[config.mk]
export PLATFORM = sky130hd
export DESIGN_NAME = adcsc_top
export DESIGN_NICKNAME = d
export VERILOG_FILES = /design/src/adcsc_pkg.sv /design/src/adcsc_sar.sv /design/src/adcsc_tick.sv /design/src/adcsc_top.sv
export VERILOG_INCLUDE_DIRS = /design/src
export SDC_FILE = /design/constraint.sdc
export NUM_CORES = 1
export LEC_CHECK = 0
export BUFFER_PORTS_ARGS = -buffer_cell sky130_fd_sc_hd__buf_4
export CAP_MARGIN = 20
export CORE_MARGIN = 5
export CORE_UTILIZATION = 31
export CTS_BUF_LIST = sky130_fd_sc_hd__clkbuf_2 sky130_fd_sc_hd__clkbuf_4 sky130_fd_sc_hd__clkbuf_8
export DETAILED_ROUTE_END_ITERATION = 12
export PLACE_DENSITY = 0.52
export SLEW_MARGIN = 10
export SYNTH_ARGS = -nofsm -noshare
export SYNTH_HDL_FRONTEND = slang
export SYNTH_SLANG_ARGS = --single-unit
[constraint.sdc]
create_clock -name clk -period 4 [get_ports clk]
set_input_delay 0 -clock clk [delete_from_list [all_inputs] [get_ports clk]]
set_output_delay 0 -clock clk [all_outputs]
set_load 0.05 [all_outputs]
[src/adcsc_cfg.svh]
// register offsets, field positions, reset values and timing counts of the converter sequencer
`ifndef ADCSC_CFG_SVH
`define ADCSC_CFG_SVH

// register byte offsets on the apb bus
`define ADCSC_OFF_CTL 8'h00
`define ADCSC_OFF_OPT 8'h04
`define ADCSC_OFF_RATE 8'h08
`define ADCSC_OFF_RES_FIRST 8'h10
`define ADCSC_OFF_RES_LAST 8'h2C

// conv_control_status_reg fields
`define ADCSC_CTL_DONE_BIT 7
`define ADCSC_CTL_EIGHT_CONVERSION_SELECT_BIT 6
`define ADCSC_CTL_SCAN_BIT 5
`define ADCSC_CTL_GROUP_SCAN_SELECT_BIT 4
`define ADCSC_CTL_CHAN_MSB 3
`define ADCSC_CTL_CHAN_LSB 0
`define ADCSC_CTL_RST 7'h00

// option register fields
`define ADCSC_OPT_PWR_BIT 0
`define ADCSC_OPT_CONV_CLOCK_SOURCE_SELECT_BIT 1
// conv_rate_register field
`define ADCSC_RATE_HALF_BIT 0

// channel codes
`define ADCSC_CH_RSV_A 4'hA
`define ADCSC_CH_RSV_B 4'hB
`define ADCSC_CH_REF_LOW 4'hD

// result layout and slot use
`define ADCSC_RES_BITS 10
`define ADCSC_RES_PAD 6
`define ADCSC_SLOT_BASE4 3'h4
`define ADCSC_LAST_IDX4 3'h3
`define ADCSC_LAST_IDX8 3'h7

// conversion timing in conversion-clock ticks
`define ADCSC_GROUP_TICKS 144
`define ADCSC_CONVS_PER_GROUP 4
`define ADCSC_CONV_TICKS (`ADCSC_GROUP_TICKS / `ADCSC_CONVS_PER_GROUP)
`define ADCSC_SAMPLE_STEP 6'h00
`define ADCSC_LAST_BIT_STEP 6'h0A

`endif

[src/adcsc_pkg.sv]
// types shared by the converter sequencer modules
package adcsc_pkg;

    // sequencer states, one-hot
    typedef enum logic [1:0]
    {
        ADCSC_ST_IDLE = 2'b01,
        ADCSC_ST_RUN = 2'b10
    } adcsc_state_t;

    // one conversion result
    typedef logic [9:0] adcsc_res_t;

endpackage : adcsc_pkg

[src/adcsc_sar.sv]
// successive approximation engine: one sample, ten bit trials, fixed tick budget
`timescale 1ns/10ps
`include "adcsc_cfg.svh"
module adcsc_sar
    import adcsc_pkg::*;
(
    input wire logic clk,
    input wire logic sys_rst,
    input wire logic tick,
    input wire logic start,
    input wire logic abort,
    input wire logic cmp_above,
    output logic sample_hold,
    output adcsc_res_t dac_code,
    output logic done,
    output adcsc_res_t result
);

    logic busy_ff;
    logic [5:0] step_ff;
    adcsc_res_t trial_ff;
    logic sample_ff;
    logic [3:0] bit_idx;

    // bit under trial for steps 1..10
    assign bit_idx = 4'((`ADCSC_LAST_BIT_STEP) - step_ff);

    // step sequencing; start outranks abort so a restart is never lost
    always_ff @(posedge clk or posedge sys_rst)
    begin
        if (sys_rst)
        begin
            busy_ff <= 1'b0;
            step_ff <= 6'h00;
            trial_ff <= 10'h000;
            sample_ff <= 1'b0;
        end
        else
        begin
            sample_ff <= 1'b0;
            if (start)
            begin
                busy_ff <= 1'b1;
                step_ff <= 6'h00;
                trial_ff <= 10'h200;
            end
            else if (abort)
                busy_ff <= 1'b0;
            else if (busy_ff && tick)
            begin
                step_ff <= step_ff + 6'h01;
                // hold the input once at the start of the conversion
                if (step_ff == `ADCSC_SAMPLE_STEP)
                    sample_ff <= 1'b1;
                else if (step_ff <= `ADCSC_LAST_BIT_STEP)
                begin
                    // keep or drop the trial bit, then try the next lower one
                    trial_ff[bit_idx] <= cmp_above;
                    if (bit_idx != 4'h0)
                        trial_ff[bit_idx - 4'h1] <= 1'b1;
                end
                // last tick: a restart from the top lands on this same edge, else the engine stops
                if (step_ff == 6'(`ADCSC_CONV_TICKS - 1))
                    busy_ff <= 1'b0;
            end
        end
    end

    assign sample_hold = sample_ff;
    assign dac_code = trial_ff;
    // done is combinational on the last tick so no idle cycle sits between conversions
    assign done = busy_ff & tick & (step_ff == 6'(`ADCSC_CONV_TICKS - 1));
    // all trials are settled long before the last tick
    assign result = trial_ff;

endmodule : adcsc_sar

[src/adcsc_tick.sv]
// conversion clock tick generator: e clock, e/2 or resynchronised rc oscillator
`timescale 1ns/10ps
`include "adcsc_cfg.svh"
module adcsc_tick
    import adcsc_pkg::*;
(
    input wire logic clk,
    input wire logic sys_rst,
    input wire logic clk_src_sel,
    input wire logic half_rate_select,
    input wire logic rc_osc,
    output logic tick
);

    logic rc_meta_ff;
    logic rc_sync_ff;
    logic rc_prev_ff;
    logic half_ff;

    // two-flop synchroniser; the first flop feeds only the second
    always_ff @(posedge clk or posedge sys_rst)
    begin
        if (sys_rst)
        begin
            rc_meta_ff <= 1'b0;
            rc_sync_ff <= 1'b0;
            rc_prev_ff <= 1'b0;
        end
        else
        begin
            rc_meta_ff <= rc_osc;
            rc_sync_ff <= rc_meta_ff;
            rc_prev_ff <= rc_sync_ff;
        end
    end

    // divide-by-two phase for the half rate mode
    always_ff @(posedge clk or posedge sys_rst)
    begin
        if (sys_rst)
            half_ff <= 1'b0;
        else
            half_ff <= ~half_ff;
    end

    // rising rc edges become single e-clock ticks, so at most one step per e cycle
    always_comb
    begin
        if (clk_src_sel)
            tick = rc_sync_ff & ~rc_prev_ff;
        else if (half_rate_select)
            tick = half_ff;
        else
            tick = 1'b1;
    end

endmodule : adcsc_tick

[src/adcsc_top.sv]
// converter sequencer top: apb registers, sequencing, channel routing and result slots
//
// Decided for this implementation: the placing of the registers and register access over APB.
`timescale 1ns/10ps
`include "adcsc_cfg.svh"
module adcsc_top
    import adcsc_pkg::*;
(
    input wire logic clk,
    input wire logic sys_rst,
    input wire logic psel,
    input wire logic penable,
    input wire logic pwrite,
    input wire logic [7:0] paddr,
    input wire logic [31:0] pwdata,
    output logic pready,
    output logic [31:0] prdata,
    output logic pslverr,
    input wire logic rc_osc,
    input wire logic cmp_above,
    output logic [3:0] ana_chan_sel,
    output logic sample_hold,
    output logic [9:0] dac_code,
    output logic converter_power_on
);

    // control, option and rate register fields
    logic [6:0] ctl_ff;
    logic seq_done_flag_ff;
    logic pwr_ff;
    logic conv_clock_source_select_ff;
    logic half_ff;

    // sequencer state
    adcsc_state_t state_ff;
    adcsc_state_t nxt_state;
    logic [2:0] idx_ff;
    logic [2:0] nxt_idx;
    logic [3:0] chan_ff;
    adcsc_res_t slot_ff [8];

    // apb read path
    logic [31:0] prdata_ff;
    logic pslverr_ff;
    logic [31:0] rd_data;
    logic rd_hit;

    // strobes
    logic apb_setup;
    logic apb_wr;
    logic ctl_wr;
    logic opt_wr;
    logic rate_wr;
    logic seq_start;
    logic seq_abort;
    logic conv_start;
    logic pass_end;
    logic set_done;

    // engine hookup
    logic tick;
    logic sar_done;
    adcsc_res_t sar_result;

    // shorthand for mode bits
    logic eight_conversion_select;
    logic scan;
    logic group_scan_select;
    logic [3:0] chan_code;

    assign eight_conversion_select = ctl_ff[`ADCSC_CTL_EIGHT_CONVERSION_SELECT_BIT];
    assign scan = ctl_ff[`ADCSC_CTL_SCAN_BIT];
    assign group_scan_select = ctl_ff[`ADCSC_CTL_GROUP_SCAN_SELECT_BIT];
    assign chan_code = ctl_ff[`ADCSC_CTL_CHAN_MSB:`ADCSC_CTL_CHAN_LSB];

    // channel for conversion number idx; group scan walks the low code bits
    function automatic logic [3:0] conv_channel(
        input logic [3:0] code,
        input logic grp,
        input logic eight,
        input logic [2:0] idx
    );
        logic [3:0] raw;
        raw = code;
        if (grp && eight)
            raw = {code[3], idx};
        else if (grp)
            raw = {code[3:2], idx[1:0]};
        // reserved codes are wired to ref_low, giving a zero result
        if (raw == `ADCSC_CH_RSV_A || raw == `ADCSC_CH_RSV_B)
            raw = `ADCSC_CH_REF_LOW;
        return raw;
    endfunction : conv_channel

    // slot written by conversion number idx
    function automatic logic [2:0] slot_index(
        input logic eight,
        input logic [2:0] idx
    );
        if (eight)
            return idx;
        return `ADCSC_SLOT_BASE4 + {1'b0, idx[1:0]};
    endfunction : slot_index

    // last conversion number of a pass
    function automatic logic [2:0] last_index(
        input logic eight
    );
        return eight ? `ADCSC_LAST_IDX8 : `ADCSC_LAST_IDX4;
    endfunction : last_index

    // apb phases: read data is captured in setup, so access completes with no wait state
    assign apb_setup = psel & ~penable;
    assign pready = psel & penable;
    assign apb_wr = psel & penable & pwrite;
    assign ctl_wr = apb_wr && (paddr == `ADCSC_OFF_CTL);
    assign opt_wr = apb_wr && (paddr == `ADCSC_OFF_OPT);
    assign rate_wr = apb_wr && (paddr == `ADCSC_OFF_RATE);

    // a control write restarts while powered; power off only stops
    assign seq_start = ctl_wr & pwr_ff;
    assign seq_abort = ctl_wr | (opt_wr & ~pwdata[`ADCSC_OPT_PWR_BIT]) | ~pwr_ff;

    // end of a pass on the final conversion of the sequence
    assign pass_end = (state_ff == ADCSC_ST_RUN) && sar_done && (idx_ff == last_index(eight_conversion_select));
    assign set_done = pass_end & ~seq_abort;

    // engine start: new sequence, or the next conversion unless halting
    always_comb
    begin
        conv_start = 1'b0;
        if (seq_start)
            conv_start = 1'b1;
        else if (state_ff == ADCSC_ST_RUN && sar_done && !seq_abort)
            conv_start = !pass_end || scan;
    end

    // sequencer next state and conversion number
    always_comb
    begin
        nxt_state = state_ff;
        nxt_idx = idx_ff;
        if (seq_start)
        begin
            nxt_state = ADCSC_ST_RUN;
            nxt_idx = 3'h0;
        end
        else if (seq_abort)
            nxt_state = ADCSC_ST_IDLE;
        else
        begin
            unique case (state_ff)
                ADCSC_ST_IDLE:
                begin
                    nxt_idx = idx_ff;
                end
                ADCSC_ST_RUN:
                begin
                    if (sar_done)
                    begin
                        if (!pass_end)
                            nxt_idx = idx_ff + 3'h1;
                        else if (scan)
                            nxt_idx = 3'h0;
                        else
                            nxt_state = ADCSC_ST_IDLE;
                    end
                end
                default:
                begin
                    nxt_state = ADCSC_ST_IDLE;
                end
            endcase
        end
    end

    // sequencer registers
    always_ff @(posedge clk or posedge sys_rst)
    begin
        if (sys_rst)
        begin
            state_ff <= ADCSC_ST_IDLE;
            idx_ff <= 3'h0;
        end
        else
        begin
            state_ff <= nxt_state;
            idx_ff <= nxt_idx;
        end
    end

    // channel latched at each conversion start, held through it
    always_ff @(posedge clk or posedge sys_rst)
    begin
        if (sys_rst)
            chan_ff <= 4'h0;
        else if (seq_start)
            chan_ff <= conv_channel(pwdata[3:0], pwdata[`ADCSC_CTL_GROUP_SCAN_SELECT_BIT], pwdata[`ADCSC_CTL_EIGHT_CONVERSION_SELECT_BIT], 3'h0);
        else if (conv_start)
            chan_ff <= conv_channel(chan_code, group_scan_select, eight_conversion_select, nxt_idx);
    end

    assign ana_chan_sel = chan_ff;

    // control register; any write clears the done flag, and a pass end in the same cycle does not set it
    always_ff @(posedge clk or posedge sys_rst)
    begin
        if (sys_rst)
        begin
            ctl_ff <= `ADCSC_CTL_RST;
            seq_done_flag_ff <= 1'b0;
        end
        else
        begin
            if (ctl_wr)
                ctl_ff <= pwdata[6:0];
            if (set_done)
                seq_done_flag_ff <= 1'b1;
            else if (ctl_wr)
                seq_done_flag_ff <= 1'b0;
        end
    end

    // option and rate registers
    always_ff @(posedge clk or posedge sys_rst)
    begin
        if (sys_rst)
        begin
            pwr_ff <= 1'b0;
            conv_clock_source_select_ff <= 1'b0;
            half_ff <= 1'b0;
        end
        else
        begin
            if (opt_wr)
            begin
                pwr_ff <= pwdata[`ADCSC_OPT_PWR_BIT];
                conv_clock_source_select_ff <= pwdata[`ADCSC_OPT_CONV_CLOCK_SOURCE_SELECT_BIT];
            end
            if (rate_wr)
                half_ff <= pwdata[`ADCSC_RATE_HALF_BIT];
        end
    end

    assign converter_power_on = pwr_ff;

    // result slots, written only from e-domain done pulses
    always_ff @(posedge clk or posedge sys_rst)
    begin
        if (sys_rst)
        begin
            for (int i = 0; i < 8; i++)
                slot_ff[i] <= 10'h000;
        end
        else if (state_ff == ADCSC_ST_RUN && sar_done && !seq_abort)
            slot_ff[slot_index(eight_conversion_select, idx_ff)] <= sar_result;
    end

    // read mux; unmapped offsets answer with an error and zero data
    always_comb
    begin
        rd_data = 32'h0000_0000;
        rd_hit = 1'b1;
        if (paddr == `ADCSC_OFF_CTL)
            rd_data[7:0] = {seq_done_flag_ff, ctl_ff};
        else if (paddr == `ADCSC_OFF_OPT)
            rd_data[1:0] = {conv_clock_source_select_ff, pwr_ff};
        else if (paddr == `ADCSC_OFF_RATE)
            rd_data[0] = half_ff;
        else if (paddr >= `ADCSC_OFF_RES_FIRST && paddr <= `ADCSC_OFF_RES_LAST && paddr[1:0] == 2'h0)
            // left-justified, low six bits zero
            rd_data[15:0] = {slot_ff[3'(paddr[4:2] - 3'h4)], `ADCSC_RES_PAD'h00};
        else
            rd_hit = 1'b0;
    end

    // read data and error captured in setup, stable through access
    always_ff @(posedge clk or posedge sys_rst)
    begin
        if (sys_rst)
        begin
            prdata_ff <= 32'h0000_0000;
            pslverr_ff <= 1'b0;
        end
        else if (apb_setup)
        begin
            prdata_ff <= pwrite ? 32'h0000_0000 : rd_data;
            pslverr_ff <= ~rd_hit;
        end
    end

    assign prdata = prdata_ff;
    assign pslverr = pslverr_ff & pready;

    // conversion clock choice
    adcsc_tick u_tick
    (
        .clk(clk),
        .sys_rst(sys_rst),
        .clk_src_sel(conv_clock_source_select_ff),
        .half_rate_select(half_ff),
        .rc_osc(rc_osc),
        .tick(tick)
    );

    // engine: a saturated input resolves to all ones, no overflow flag
    adcsc_sar u_sar
    (
        .clk(clk),
        .sys_rst(sys_rst),
        .tick(tick),
        .start(conv_start),
        .abort(seq_abort),
        .cmp_above(cmp_above),
        .sample_hold(sample_hold),
        .dac_code(dac_code),
        .done(sar_done),
        .result(sar_result)
    );

endmodule : adcsc_top

## Word level (Yosys, flattened, before mapping)

Cells that the tools add are included.
Widths: inputs -> output; s select.

- Add/sub/neg operators: 6
- Magnitude comparators: 10
- Equality and inequality tests: 16
- Mux-type cells: 75
- Bitwise logic cells: 22
- Reductions and logical operators: 33

Operators by type and width:

| cell | number |
|---|---|
| $mux 10 | 9 |
| $bwmux 80 | 1 |
| $mux 3 | 12 |
| $mux 16 | 2 |
| $bmux 10 s3 | 1 |
| $demux 10 s3 | 1 |
| $mux 4 | 7 |
| $mux 1 | 23 |
| $mux 6 | 3 |
| $eq 4x4->1 const B | 4 |
| $mux 2 | 8 |
| $mux 8 | 2 |
| $mux 15 | 1 |
| $logic_and 1x1->1 | 14 |
| $mux 14 | 1 |
| $ne 4x4->1 const B | 3 |
| $and 1x1->1 | 10 |
| $bwmux 10 | 1 |
| $lt 4x5->1 const B | 2 |
| $or 10x10->10 | 1 |
| $demux 1 s4 | 2 |
| $eq 8x3->1 const B | 1 |
| $eq 8x4->1 const B | 1 |
| $ge 4x1->1 const B | 2 |
| other kinds (32) | 50 |

- Register bits after elaboration: 155
- Input bits: 47
- Output and inout port bits: 50
- Word-level logic and storage cells: 188

## Longest topological paths before layout

Gate-level depths: netlist of the first run.

- Depth after elaboration: 21
- Depth in mapped cells: 10
- Depth with buffers taken out: 8

## Modules after synthesis

From an unflattened synthesis of the first run, not the netlist that was laid out.

- Cells, all modules: 671
- Area total of the unflattened synthesis: 7333.3 sq um

By module, submodules not included:

| module | instances | cells each | area each (sq um) | sequential area each (sq um) |
|---|---|---|---|---|
| adcsc_top | 1 | 488 | 5759.3 | 2929.1 |
| adcsc_sar | 1 | 174 | 1447.6 | 450.4 |
| adcsc_tick | 1 | 9 | 126.4 | 100.1 |

## Worst setup path before layout of the first run

Ideal clock, no wire load.

- Path kind: register to register
- Start point: register u_sar.step_ff[2]
- End point: register slot_ff[43] (netlist bit)
- Library setup time: 125 ps
- Arrival: 2556 ps
- Required time: 3875 ps
- Path slack: 1319 ps
- Stages on the path, launching flop included: 9
- Path buffers: 2
- Clock period less this slack: 2681 ps
- Path through: dfrtp_1 -> clkbuf_2 -> or4b_4 -> a211oi_2 -> nand4b_1 -> or2_2 -> clkbuf_1 -> nor2_2 -> mux2_2

- Longest elaborated chain between the ends: 4

Ends and longest elaborated chain:

| what | RTL line | source |
|---|---|---|
| start, declared | adcsc_sar.sv:20 | `logic [5:0] step_ff;` |
| start signal, assigned | adcsc_sar.sv:51 | `step_ff <= step_ff + 6'h01;` |
| $eq 6x6->1 | adcsc_sar.sv:72 | `` assign done = busy_ff & tick & (step_ff == 6'(`ADCSC_CONV_TICKS - 1)); `` |
| $and 1x1->1 | adcsc_sar.sv:72 |  |
| $logic_and 1x1->1 (2 in a row) | adcsc_top.sv:255 | `else if (state_ff == ADCSC_ST_RUN && sar_done && !seq_abort)` |
| end signal, assigned by index | adcsc_top.sv:256 | `slot_ff[slot_index(eight_conversion_select, idx_ff)] <= sar_result;` |
| end, declared | adcsc_top.sv:40 | `adcsc_res_t slot_ff [8];` |

No other way between the ends.
A chain may end at the register's enable or synchronous reset.

## Worst setup path in the final report of the first run

- Start point: register u_sar.step_ff[2]
- End point: register slot_ff[35] (netlist bit)

Same word-level chain as after synthesis.

==> results of run 1 <==
## per-layer routing
| layer | share of wire [%] | global-route usage (%) | vias up |
|---|---|---|---|
| met1 | 46 | 18.1 | 2618 |
| met3 | 4.2 | 3.02 | 18 |
| met4 | 1.2 | 3.92 | 0 |
| met2 | 49 | 23.3 | 122 |
| met5 | 0 | 0 | - |
| li1 | - | - | 2428 |
## cell type report
class | instances | area, um^2 | share of cell area [%]
Timing Repair Buffer | 71 | 561 | 6.73
Clock inverter | 11 | 168 | 2.01
Sequential cell | 139 | 3480 | 41.8
Multi-Input combinational cell | 458 | 3420 | 41.1
Inverter | 17 | 68.8 | 0.826
Tap cell | 285 | 357 | 4.28
Clock buffer | 21 | 277 | 3.32
## cells by family (layout without fill, tap and decap cells)
group	count (synthesis)	in the layout	share of synthesized area, %
other	1	16	0.0523
multiplexers	124	124	19.7
buffers and inverters	66	120	4.50
AO/OA/AOI/OAI	117	117	10.5
AND/OR/NAND/NOR	182	182	13.7
flip-flops	139	139	48.5
XOR/XNOR	7	7	0.855
adder cells (fa/ha/maj)	12	12	2.09
## synthesized netlist by cell type, drive strengths merged (5+ instances only)
master  number
nand4       17
nor3        14
a31oi       11
nor2b        8
nor2        24
dfrtp      138
buf         24
nand2       65
inv         17
nand3        7
o21ai       39
a21oi       19
mux2i       23
ha          12
a22o         5
a221oi       6
or3          6
or2          5
o31ai        6
nand2b      11
clkbuf      25
and3         6
mux2        97
## worst min-delay path, cell delays in order
cell and delay [ns]:
buf_4 0.23, o221ai_1 0.19, nand2_1 0.06
## flip-flops by register name, indices dropped and copies added (netlist names)
register / count
converter_power_on: 1
conv_clock_source_select_ff: 1
u_tick.rc_meta_ff: 1
seq_done_flag_ff: 1
prdata: 16
u_tick.rc_prev_ff: 1
u_tick.rc_sync_ff: 1
u_sar.dac_code: 10
u_sar.busy_ff: 1
slot_ff: 80
u_tick.half_ff: 1
u_sar.sample_hold: 1
ana_chan_sel: 4
idx_ff: 3
state_ff: 2
half_ff: 1
pslverr_ff: 1
u_sar.step_ff: 6
ctl_ff: 7
## repair_timing
| action | 4_1_cts | 5_1_grt |
|---|---|---|
| hold buffers | 11 | 0 |
| gates resized for setup | 0 | 0 |
| hold endpoints to repair | 130 | 0 |
## where the power goes
group	internal, uW	switching, uW	total (uW)
clock	725	529	1250
sequential	1410	4.46	1410
combinational	44.3	119	164
total	2180	653	2830
## through the flow
stage,area (um^2),total power [uW]
after global placement,7780,1600
final,8330,2830
after floorplan,7220,1560
after CTS,8330,2870
after detailed placement,7780,1600
after global routing,8330,2950
## placed cells by master, fill, tap and decap left out, drive strengths merged, types with 14 or more instances in the layout
master	Yosys	final
o21ai	39	39
mux2i	23	23
buf	24	60
conb	1	16
a21oi	19	19
nand2	65	65
inv	17	17
nand4	17	17
nor2	24	24
clkbuf	25	21
nor3	14	14
mux2	97	97
dfrtp	138	138
## worst max-delay path by stage
stage	startpoint	endpoint	slack, ns	cells past startpoint
CTS	u_sar.step_ff[2]	slot_ff[35]	0.85	6
global route	u_sar.step_ff[3]	slot_ff[33]	0.69	6
detailed placement	u_sar.step_ff[2]	slot_ff[35]	0.86	6
global placement	u_sar.step_ff[2]	slot_ff[38]	0.91	6
floorplan	sys_rst	ana_chan_sel[0]	0.28	1
finish	u_sar.step_ff[2]	slot_ff[35]	0.83	6
==> flow_metrics.tcl, run 1 <==
set metrics [dict create \
    status "completed" \
    endpoint_kind "flop" \
    syn_area_um2 7170 \
    antenna_found_initial 0 \
    layout.nets 763 \
    numClockSinks 139 \
    fin_tns_setup_ns 0 \
    syn_avg_cell_area_um2 11.1 \
    vias_per_cell 5.18 \
    finalCriticalPeriod_ns 3.17 \
    synth_flop_cell "dfrtp_1" \
    die_w_um 162 \
    pre_cts_ws_ns 0.861 \
    core_um2 22700 \
    finalHoldViolCount 0 \
    synth.distinct_cells 64 \
    critPathTopFamily "simple AND/OR/NAND/NOR gates" \
    total_leakage_power_uw 0.00389 \
    fin_cells 1002 \
    wl_per_cell_um 17.5 \
    cp_slowest_cell "nor3_4" \
    max_stage_delay_ns 0.62 \
    drive_above_1_share_pct 29.4 \
    grt_pass1_vias 5294 \
    peakVddDrop_mv 0.196 \
    area_growth_pct 16.2 \
    worstReg2RegEnd "slot_ff[35]" \
    path_class "flop to flop" \
    rsz0062_at_grt "false" \
    grt_first_pass_wirelength_um 29100 \
    gp_congestion 0.888 \
    drc 0 \
    synth_edf_count 0 \
    final_util_pct 36.7 \
    cp.arrival_ns 3.49 \
    rows 55 \
    cap_violations 0 \
    path_max_fanout 10 \
    cts_made_buffers 17 \
    hp-start "paddr[4]" \
    slew_headroom_pct 35.1 \
    synth_top_area_cell "dfrtp_1" \
    fillers 2229 \
    grt_overflow_total 0 \
    clk_pin_slew_ns 0.08 \
    syn-instance-count 648 \
    clockBufferDepth 2 \
    fmax_mhz 315 \
    synth_async_sr_flop_share_pct 100 \
    whs_ns 0.0788 \
    gr-usage-all-layers_pct 13.9 \
    io_buffers 55 \
    hp-class "input port to flop" \
    fin_crit_sh_pct 79.3 \
    power_density_nw_per_um2 340 \
    htree_levels 4 \
    clk_latency_ns 0.44 \
    wl_um 17600 \
    num_vias 5186 \
    yosysWarnings 0 \
    crit_buf_inv 0 \
    fin_skew_ns 0.0125 \
    post_cts_buffers 0 \
    synth_top_area_share_pct 48.2 \
    cts_tree "built" \
    crit_chain "or4b_4 > a211oi_2 > nand4b_1 > or3_1 > nor3_4 > mux2_2" \
    postLayoutSetupSlackWorst_ns 0.827 \
    synthTopCellsByArea "dfrtp_1 (48%), mux2_2 (15%), nand2_1 (3.4%)" \
    die_area_um2 26300 \
    cts-root-buf "clkbuf_8" \
    worst_setup_path_start_kind "flop" \
    critPathRequiredTime_ns 4.32 \
    setup_viol 0 \
    drtIter0Drc 252 \
    initial_core_util_pct 31.6 \
    ant_nets 0 \
    finalMaxSlewViolations 0 \
    r2r_slack_ns 0.83 \
    die_y_um 162 \
    ys_seq_area_share_pct 48.5 \
    firstDrtPassIters 7 \
    ioPinCount 97 \
    ff2ff_path_depth 6 \
    worstHoldEndpoint "prdata[12]" \
    timing.rr.start "u_sar.step_ff[2]" \
    grt_start_max_net_pins 108 \
    min_path_cells 3 \
    synth-seq-cells 139 \
    dp_hpwl_um 12200 \
    placed_cells 959 \
    antenna_cells 0 \
    max_slew.worst_pin.slew_ns 0.973 \
]
No activity file was read; power rests on OpenSTA's default activity.
==> run 2: changes to the inputs <==
==> constraint.sdc (replaced) <==
create_clock -name clk -period 2.62 [get_ports clk]
set_input_delay 0 -clock clk [delete_from_list [all_inputs] [get_ports clk]]
set_output_delay 0 -clock clk [all_outputs]
set_load 0.05 [all_outputs]
==> run 2 against run 1 <==
Compared with the run above: clock-buffer cell count down 1; worst hold slack hardly changed; core utilization rose by 1.7 points; routed wire length is 5.7% higher; design area increased by 4.5%; combinational power grew 62%; sequential power up 53%; worst setup slack worse by 0.74 ns; clock power rose by 43%; critical path depth increased by 1; critical endpoint is now slot_ff[32]; largest cell class unchanged.
==> flow_metrics.tcl, run 2 (synthesis gave the netlist of run 1 again) <==
set metrics [dict create \
    clk_latency_ns 0.45 \
    regArea_um2 3480 \
    crit_buf_inv 1 \
    cp.arrival_ns 2.87 \
    finalCriticalPeriod_ns 2.53 \
    ff2ff_path_depth 7 \
    drtIter0Drc 287 \
    finalMaxSlewViolations 0 \
    grt_first_pass_wirelength_um 30500 \
    antenna_found_initial 0 \
    cts_tree "built" \
    cts_made_buffers 17 \
    grt_start_max_net_pins 58 \
    multiInputGateArea_um2 3480 \
    cp_slowest_cell "or4b_4" \
    fin_crit_sh_pct 96.5 \
    clockBufferDepth 2 \
    worst_setup_path_start_kind "flop" \
    path_class "flop to flop" \
    setup_viol 0 \
    largest_register_ffs 80 \
    peakVddDrop_mv 0.291 \
    timing.rr.start "u_sar.step_ff[3]" \
    antenna_cells 0 \
    die_w_um 162 \
    critPathTopFamily "simple AND/OR/NAND/NOR gates" \
    max_flop_register "slot_ff" \
    drive_above_1_share_pct 33.4 \
    grt_overflow_total 0 \
    hp-class "input port to flop" \
    numClockSinks 139 \
    max_stage_delay_ns 0.56 \
    crit_chain "or4b_4 > a211oi_4 > nand4b_1 > or3_4 > nor3_4 > buf_12 > mux2_2" \
    grt_pass1_vias 5512 \
    crit_cells 7 \
    finalHoldViolCount 0 \
    status "completed" \
    slew_headroom_pct 45.0 \
    ioPinCount 97 \
    firstDrtPassIters 5 \
    wl_um 18600 \
    total_power_uw 4210 \
    fillers 2247 \
    dp_hpwl_um 13200 \
    max_slew.worst_pin.slew_ns 0.823 \
    crit_start "u_sar.step_ff[3]" \
    fmax_mhz 396 \
    gr-usage-all-layers_pct 14.6 \
    ant_nets 0 \
    clk_pin_slew_ns 0.08 \
    rows 55 \
    layout_common_cells "dfrtp_1 (137), mux2_2 (91), buf_4 (82)" \
    die_y_um 162 \
    initial_core_util_pct 31.6 \
    vias_per_cell 5.09 \
    die_area_um2 26300 \
    layout.nets 795 \
    htree_levels 4 \
    rsz0062_at_grt "true" \
    total_leakage_power_uw 0.00406 \
    drc 0 \
    worstReg2RegEnd "slot_ff[32]" \
    hp-start "psel" \
    r2r_slack_ns 0.09 \
    area_growth_pct 21.5 \
    path_max_fanout 10 \
    io_buffers 55 \
    endpoint_kind "flop" \
    power_density_nw_per_um2 483 \
    num_vias 5268 \
    placed_cells 990 \
    critPathRequiredTime_ns 2.96 \
    fin_cells 1034 \
    fin_tns_setup_ns 0 \
    cap_violations 0 \
    gp_congestion 0.828 \
    endpoint "slot_ff[32]" \
    wl_per_cell_um 17.9 \
    cts-root-buf "clkbuf_8" \
    core_um2 22700 \
    final_common_cell "dfrtp_1" \
    fin_skew_ns 0.0136 \
]
[run 2: cell types whose count changed in the layout (fill, tap and decap cells not counted), sizes merged]
| cell | delta |
|---|---|
| clkinv | -1 |
| clkbuf | -1 |
| buf | +32 |
| bufinv | -2 |
| clkinvlp | +3 |
| inv | +1 |
[run 2: worst min-delay path by stage]
stage | to | slack (ns) | depth (start not counted)
final | prdata[10] | 0.08 | 5
after CTS | prdata[10] | 0.04 | 5
after global placement | u_tick.rc_meta_ff | 0.11 | 1
after global routing | prdata[1] | 0.07 | 3
after floorplan | u_tick.rc_meta_ff | 0.03 | 0
after detailed placement | u_tick.rc_meta_ff | 0.11 | 1
[run 2: final cells by class]
cell class	count	share of cell area [%]
Sequential cell	139	40.0
Multi-Input combinational cell	458	40.0
Timing Repair Buffer	103	10.5
Tap cell	285	4.09
Clock buffer	20	3.02
Clock inverter	12	1.61
Inverter	17	0.819
[run 2: power breakdown]
group	switching [uW]	leakage, uW	total (uW)	internal [uW]
Sequential	6.14	0.00190	2160	2150
Combinational	189	0.00196	266	77.2
Clock	883	0.000197	1790	903
Total	1080	0.00406	4210	3130
[run 2: repair_timing]
action                                  4_1_cts  5_1_grt
hold endpoints to repair                     58        0
setup buffers                                 0        1
endpoints found under the setup margin       18       61
gates resized for setup                       1       11
hold buffers                                 11        0
[run 2: per-stage QoR]
stage	util [%]	hold slack (ns)	instance area [um^2]	setup slack (ns)
CTS	38.1	0.0417	8660	0.0215
global placement	35.8	0.111	8140	0.0180
floorplan	-	0.0314	7270	-0.0566
global route	38.4	0.0730	8710	-0.0111
detailed placement	35.8	0.114	8140	-0.0236
finish	38.4	0.0789	8710	0.0918
[run 2: tightest hold or removal path, cell delays in order]
cell and delay [ns]:
buf_4 0.09, nand2b_1 0.06, buf_4 0.21, nand2_1 0.09, nand2_1 0.04
[run 2: routing by layer]
layer,global-route usage [%],part of all wire [%],wire length (um)
met5,0,0,0
met4,4.34,1.5,280
met3,3.04,3.1,576
met2,24.4,49,9160
met1,19.3,46,8540
==> run 3: changes to the inputs <==
--- a/config.mk
+++ b/config.mk
@@ -9,10 +9,9 @@
 export BUFFER_PORTS_ARGS = -buffer_cell sky130_fd_sc_hd__buf_4
 export CAP_MARGIN = 20
 export CORE_MARGIN = 5
-export CORE_UTILIZATION = 31
-export CTS_BUF_LIST = sky130_fd_sc_hd__clkbuf_2 sky130_fd_sc_hd__clkbuf_4 sky130_fd_sc_hd__clkbuf_8
+export CORE_UTILIZATION = 52
 export DETAILED_ROUTE_END_ITERATION = 12
-export PLACE_DENSITY = 0.52
+export PLACE_DENSITY = 0.78
 export SLEW_MARGIN = 10
 export SYNTH_ARGS = -nofsm -noshare
 export SYNTH_HDL_FRONTEND = slang
==> run 3 against run 2 <==
Compared with the run above: sequential power about the same; register-to-register slack got worse by 0.13 ns; final cell count shrank 10%; the run now ends with negative setup slack left; clock power up 55%; total power is 23% higher; worst setup slack got worse by 0.13 ns; clock-buffer cell count unchanged; via count rose by 5.6%.
==> flow_metrics.tcl, run 3 (synthesis gave the netlist of run 1 again) <==
set metrics [dict create \
    ioPinCount 97 \
    antenna_cells 0 \
    grt_start_max_net_pins 100 \
    cts-root-buf "clkbuf_16" \
    max_stage_delay_ns 0.56 \
    postLayoutSetupSlackWorst_ns -0.0373 \
    die_area_um2 16200 \
    drtIter0Drc 594 \
    fmax_mhz 376 \
    hp-class "input port to flop" \
    die_w_um 127 \
    max_flop_register "slot_ff" \
    fin_crit_sh_pct 101 \
    path_class "flop to flop" \
    peakVddDrop_mv 0.517 \
    layout.nets 795 \
    cts_tree "built" \
    ant_nets 0 \
    cp.arrival_ns 2.97 \
    path_max_fanout 10 \
    rows 43 \
    drc 0 \
    rsz0062_at_grt "true" \
    clockBufferDepth 2 \
    worst_setup_path_start_kind "flop" \
    max_slew.worst_pin.slew_ns 0.600 \
    antenna_found_initial 0 \
    wl_per_cell_um 19.6 \
    slew_headroom_pct 59.5 \
    htree_levels 4 \
    total_power_uw 5190 \
    total_leakage_power_uw 0.00420 \
    layout_common_cells "dfrtp_1 (137), mux2_2 (82), buf_4 (81)" \
    cts_made_buffers 17 \
    grt_overflow_total 0 \
    final_cell_area_um2 8890 \
    num_vias 5562 \
    crit_chain "or4b_4 > a211oi_4 > nand4b_1 > buf_4 > or3_4 > nor3_4 > buf_12 > mux2_2" \
    dpl_cell_area_um2 7960 \
    fin_skew_ns 0.0135 \
    wl_um 18200 \
    critPathRequiredTime_ns 2.93 \
    finalMaxSlewViolations 0 \
    largest_register_ffs 80 \
    vias_per_cell 5.99 \
    core_um2 13700 \
    firstDrtPassIters 5 \
    clk_pin_slew_ns 0.06 \
    grt_first_pass_wirelength_um 29300 \
    initial_core_util_pct 52.2 \
    io_buffers 55 \
    drive_above_1_share_pct 33.0 \
    endpoint_kind "flop" \
    numClockSinks 139 \
    gp_congestion 0.888 \
    grt_pass1_vias 5557 \
    clk_latency_ns 0.43 \
    fillers 1003 \
    gr-usage-all-layers_pct 22.7 \
    final_common_cell "dfrtp_1" \
    violations "negative setup slack" \
    area_growth_pct 24.0 \
    finalCriticalPeriod_ns 2.66 \
    cp_slowest_cell "or4b_4" \
    setup_viol 8 \
    die_y_um 127 \
    status "finished, violations left" \
    cap_violations 0 \
    dp_hpwl_um 11900 \
    whs_ns 0.100 \
    finalHoldViolCount 0 \
    power_density_nw_per_um2 584 \
]
run 3: worst paths after layout:
path / startpoint / to / slack [ns] / cells past startpoint
min: pwrite / prdata[1] / 0.10 / 3
max reg2reg: u_sar.step_ff[3] / slot_ff[34] / -0.04 / 8
max in group asynchronous: sys_rst / slot_ff[20] / 1.60 / 4
min in group asynchronous: sys_rst / ctl_ff[2] / 0.17 / 3
max: u_sar.step_ff[3] / slot_ff[34] / -0.04 / 8
min reg2reg: u_tick.rc_meta_ff / u_tick.rc_sync_ff / 0.35 / 0
run 3: final cells by class:
type | count | area, um^2 | area share [%]
multi-input combinational | 458 | 3510 | 39.5
clock buffer | 20 | 467 | 5.25
sequential | 139 | 3480 | 39.2
clock inverter | 11 | 215 | 2.42
inverter | 17 | 67.6 | 0.760
tap | 180 | 225 | 2.53
timing repair buffer | 103 | 917 | 10.3
run 3: report_power, final:
group / internal, uW / total (uW) / switching [uW]
clock network: 1850 / 2770 / 914
logic: 75.6 / 261 / 185
registers: 2160 / 2160 / 6.71
total: 4080 / 5190 / 1110
run 3: per-layer routing:
layer / global-route usage [%] / routed length [um] / share of wire (%)
met1: 29.1 / 7640 / 42
met2: 38.8 / 9170 / 51
met5: 0 / 0 / 0
met4: 7.32 / 344 / 1.9
met3: 4.56 / 994 / 5.5
run 3: timing repair:
action                                  CTS  global route
endpoints found under the hold margin    62             0
gates resized for setup                   2            22
buffers inserted                          0             3
gates cloned                              0             1
pin swaps                                 0             3
endpoints found under the setup margin    8            55
hold buffers                             11             0
run 3: per-stage QoR:
stage	cells	util (%)	TNS, ns	worst slack (ns)
2_1_floorplan	663	-	-1.59	-0.0566
3_3_place_gp	882	58.0	0	0.0717
3_5_place_dp	882	58.0	0	0.00677
4_1_cts	924	63.9	0	0.00549
5_1_grt	928	64.8	-5.07	-0.127
6_report	928	64.8	-0.170	-0.0373
run 3: critical path: cells and delay by family, from the launching register on:
family                 cells  cell delay, ns
AOI/OAI and AO/OA          1            0.18
and+or+nand+nor            4            1.29
DFF                        1            0.38
buffers and inverters      2            0.34
muxes                      1            0.34
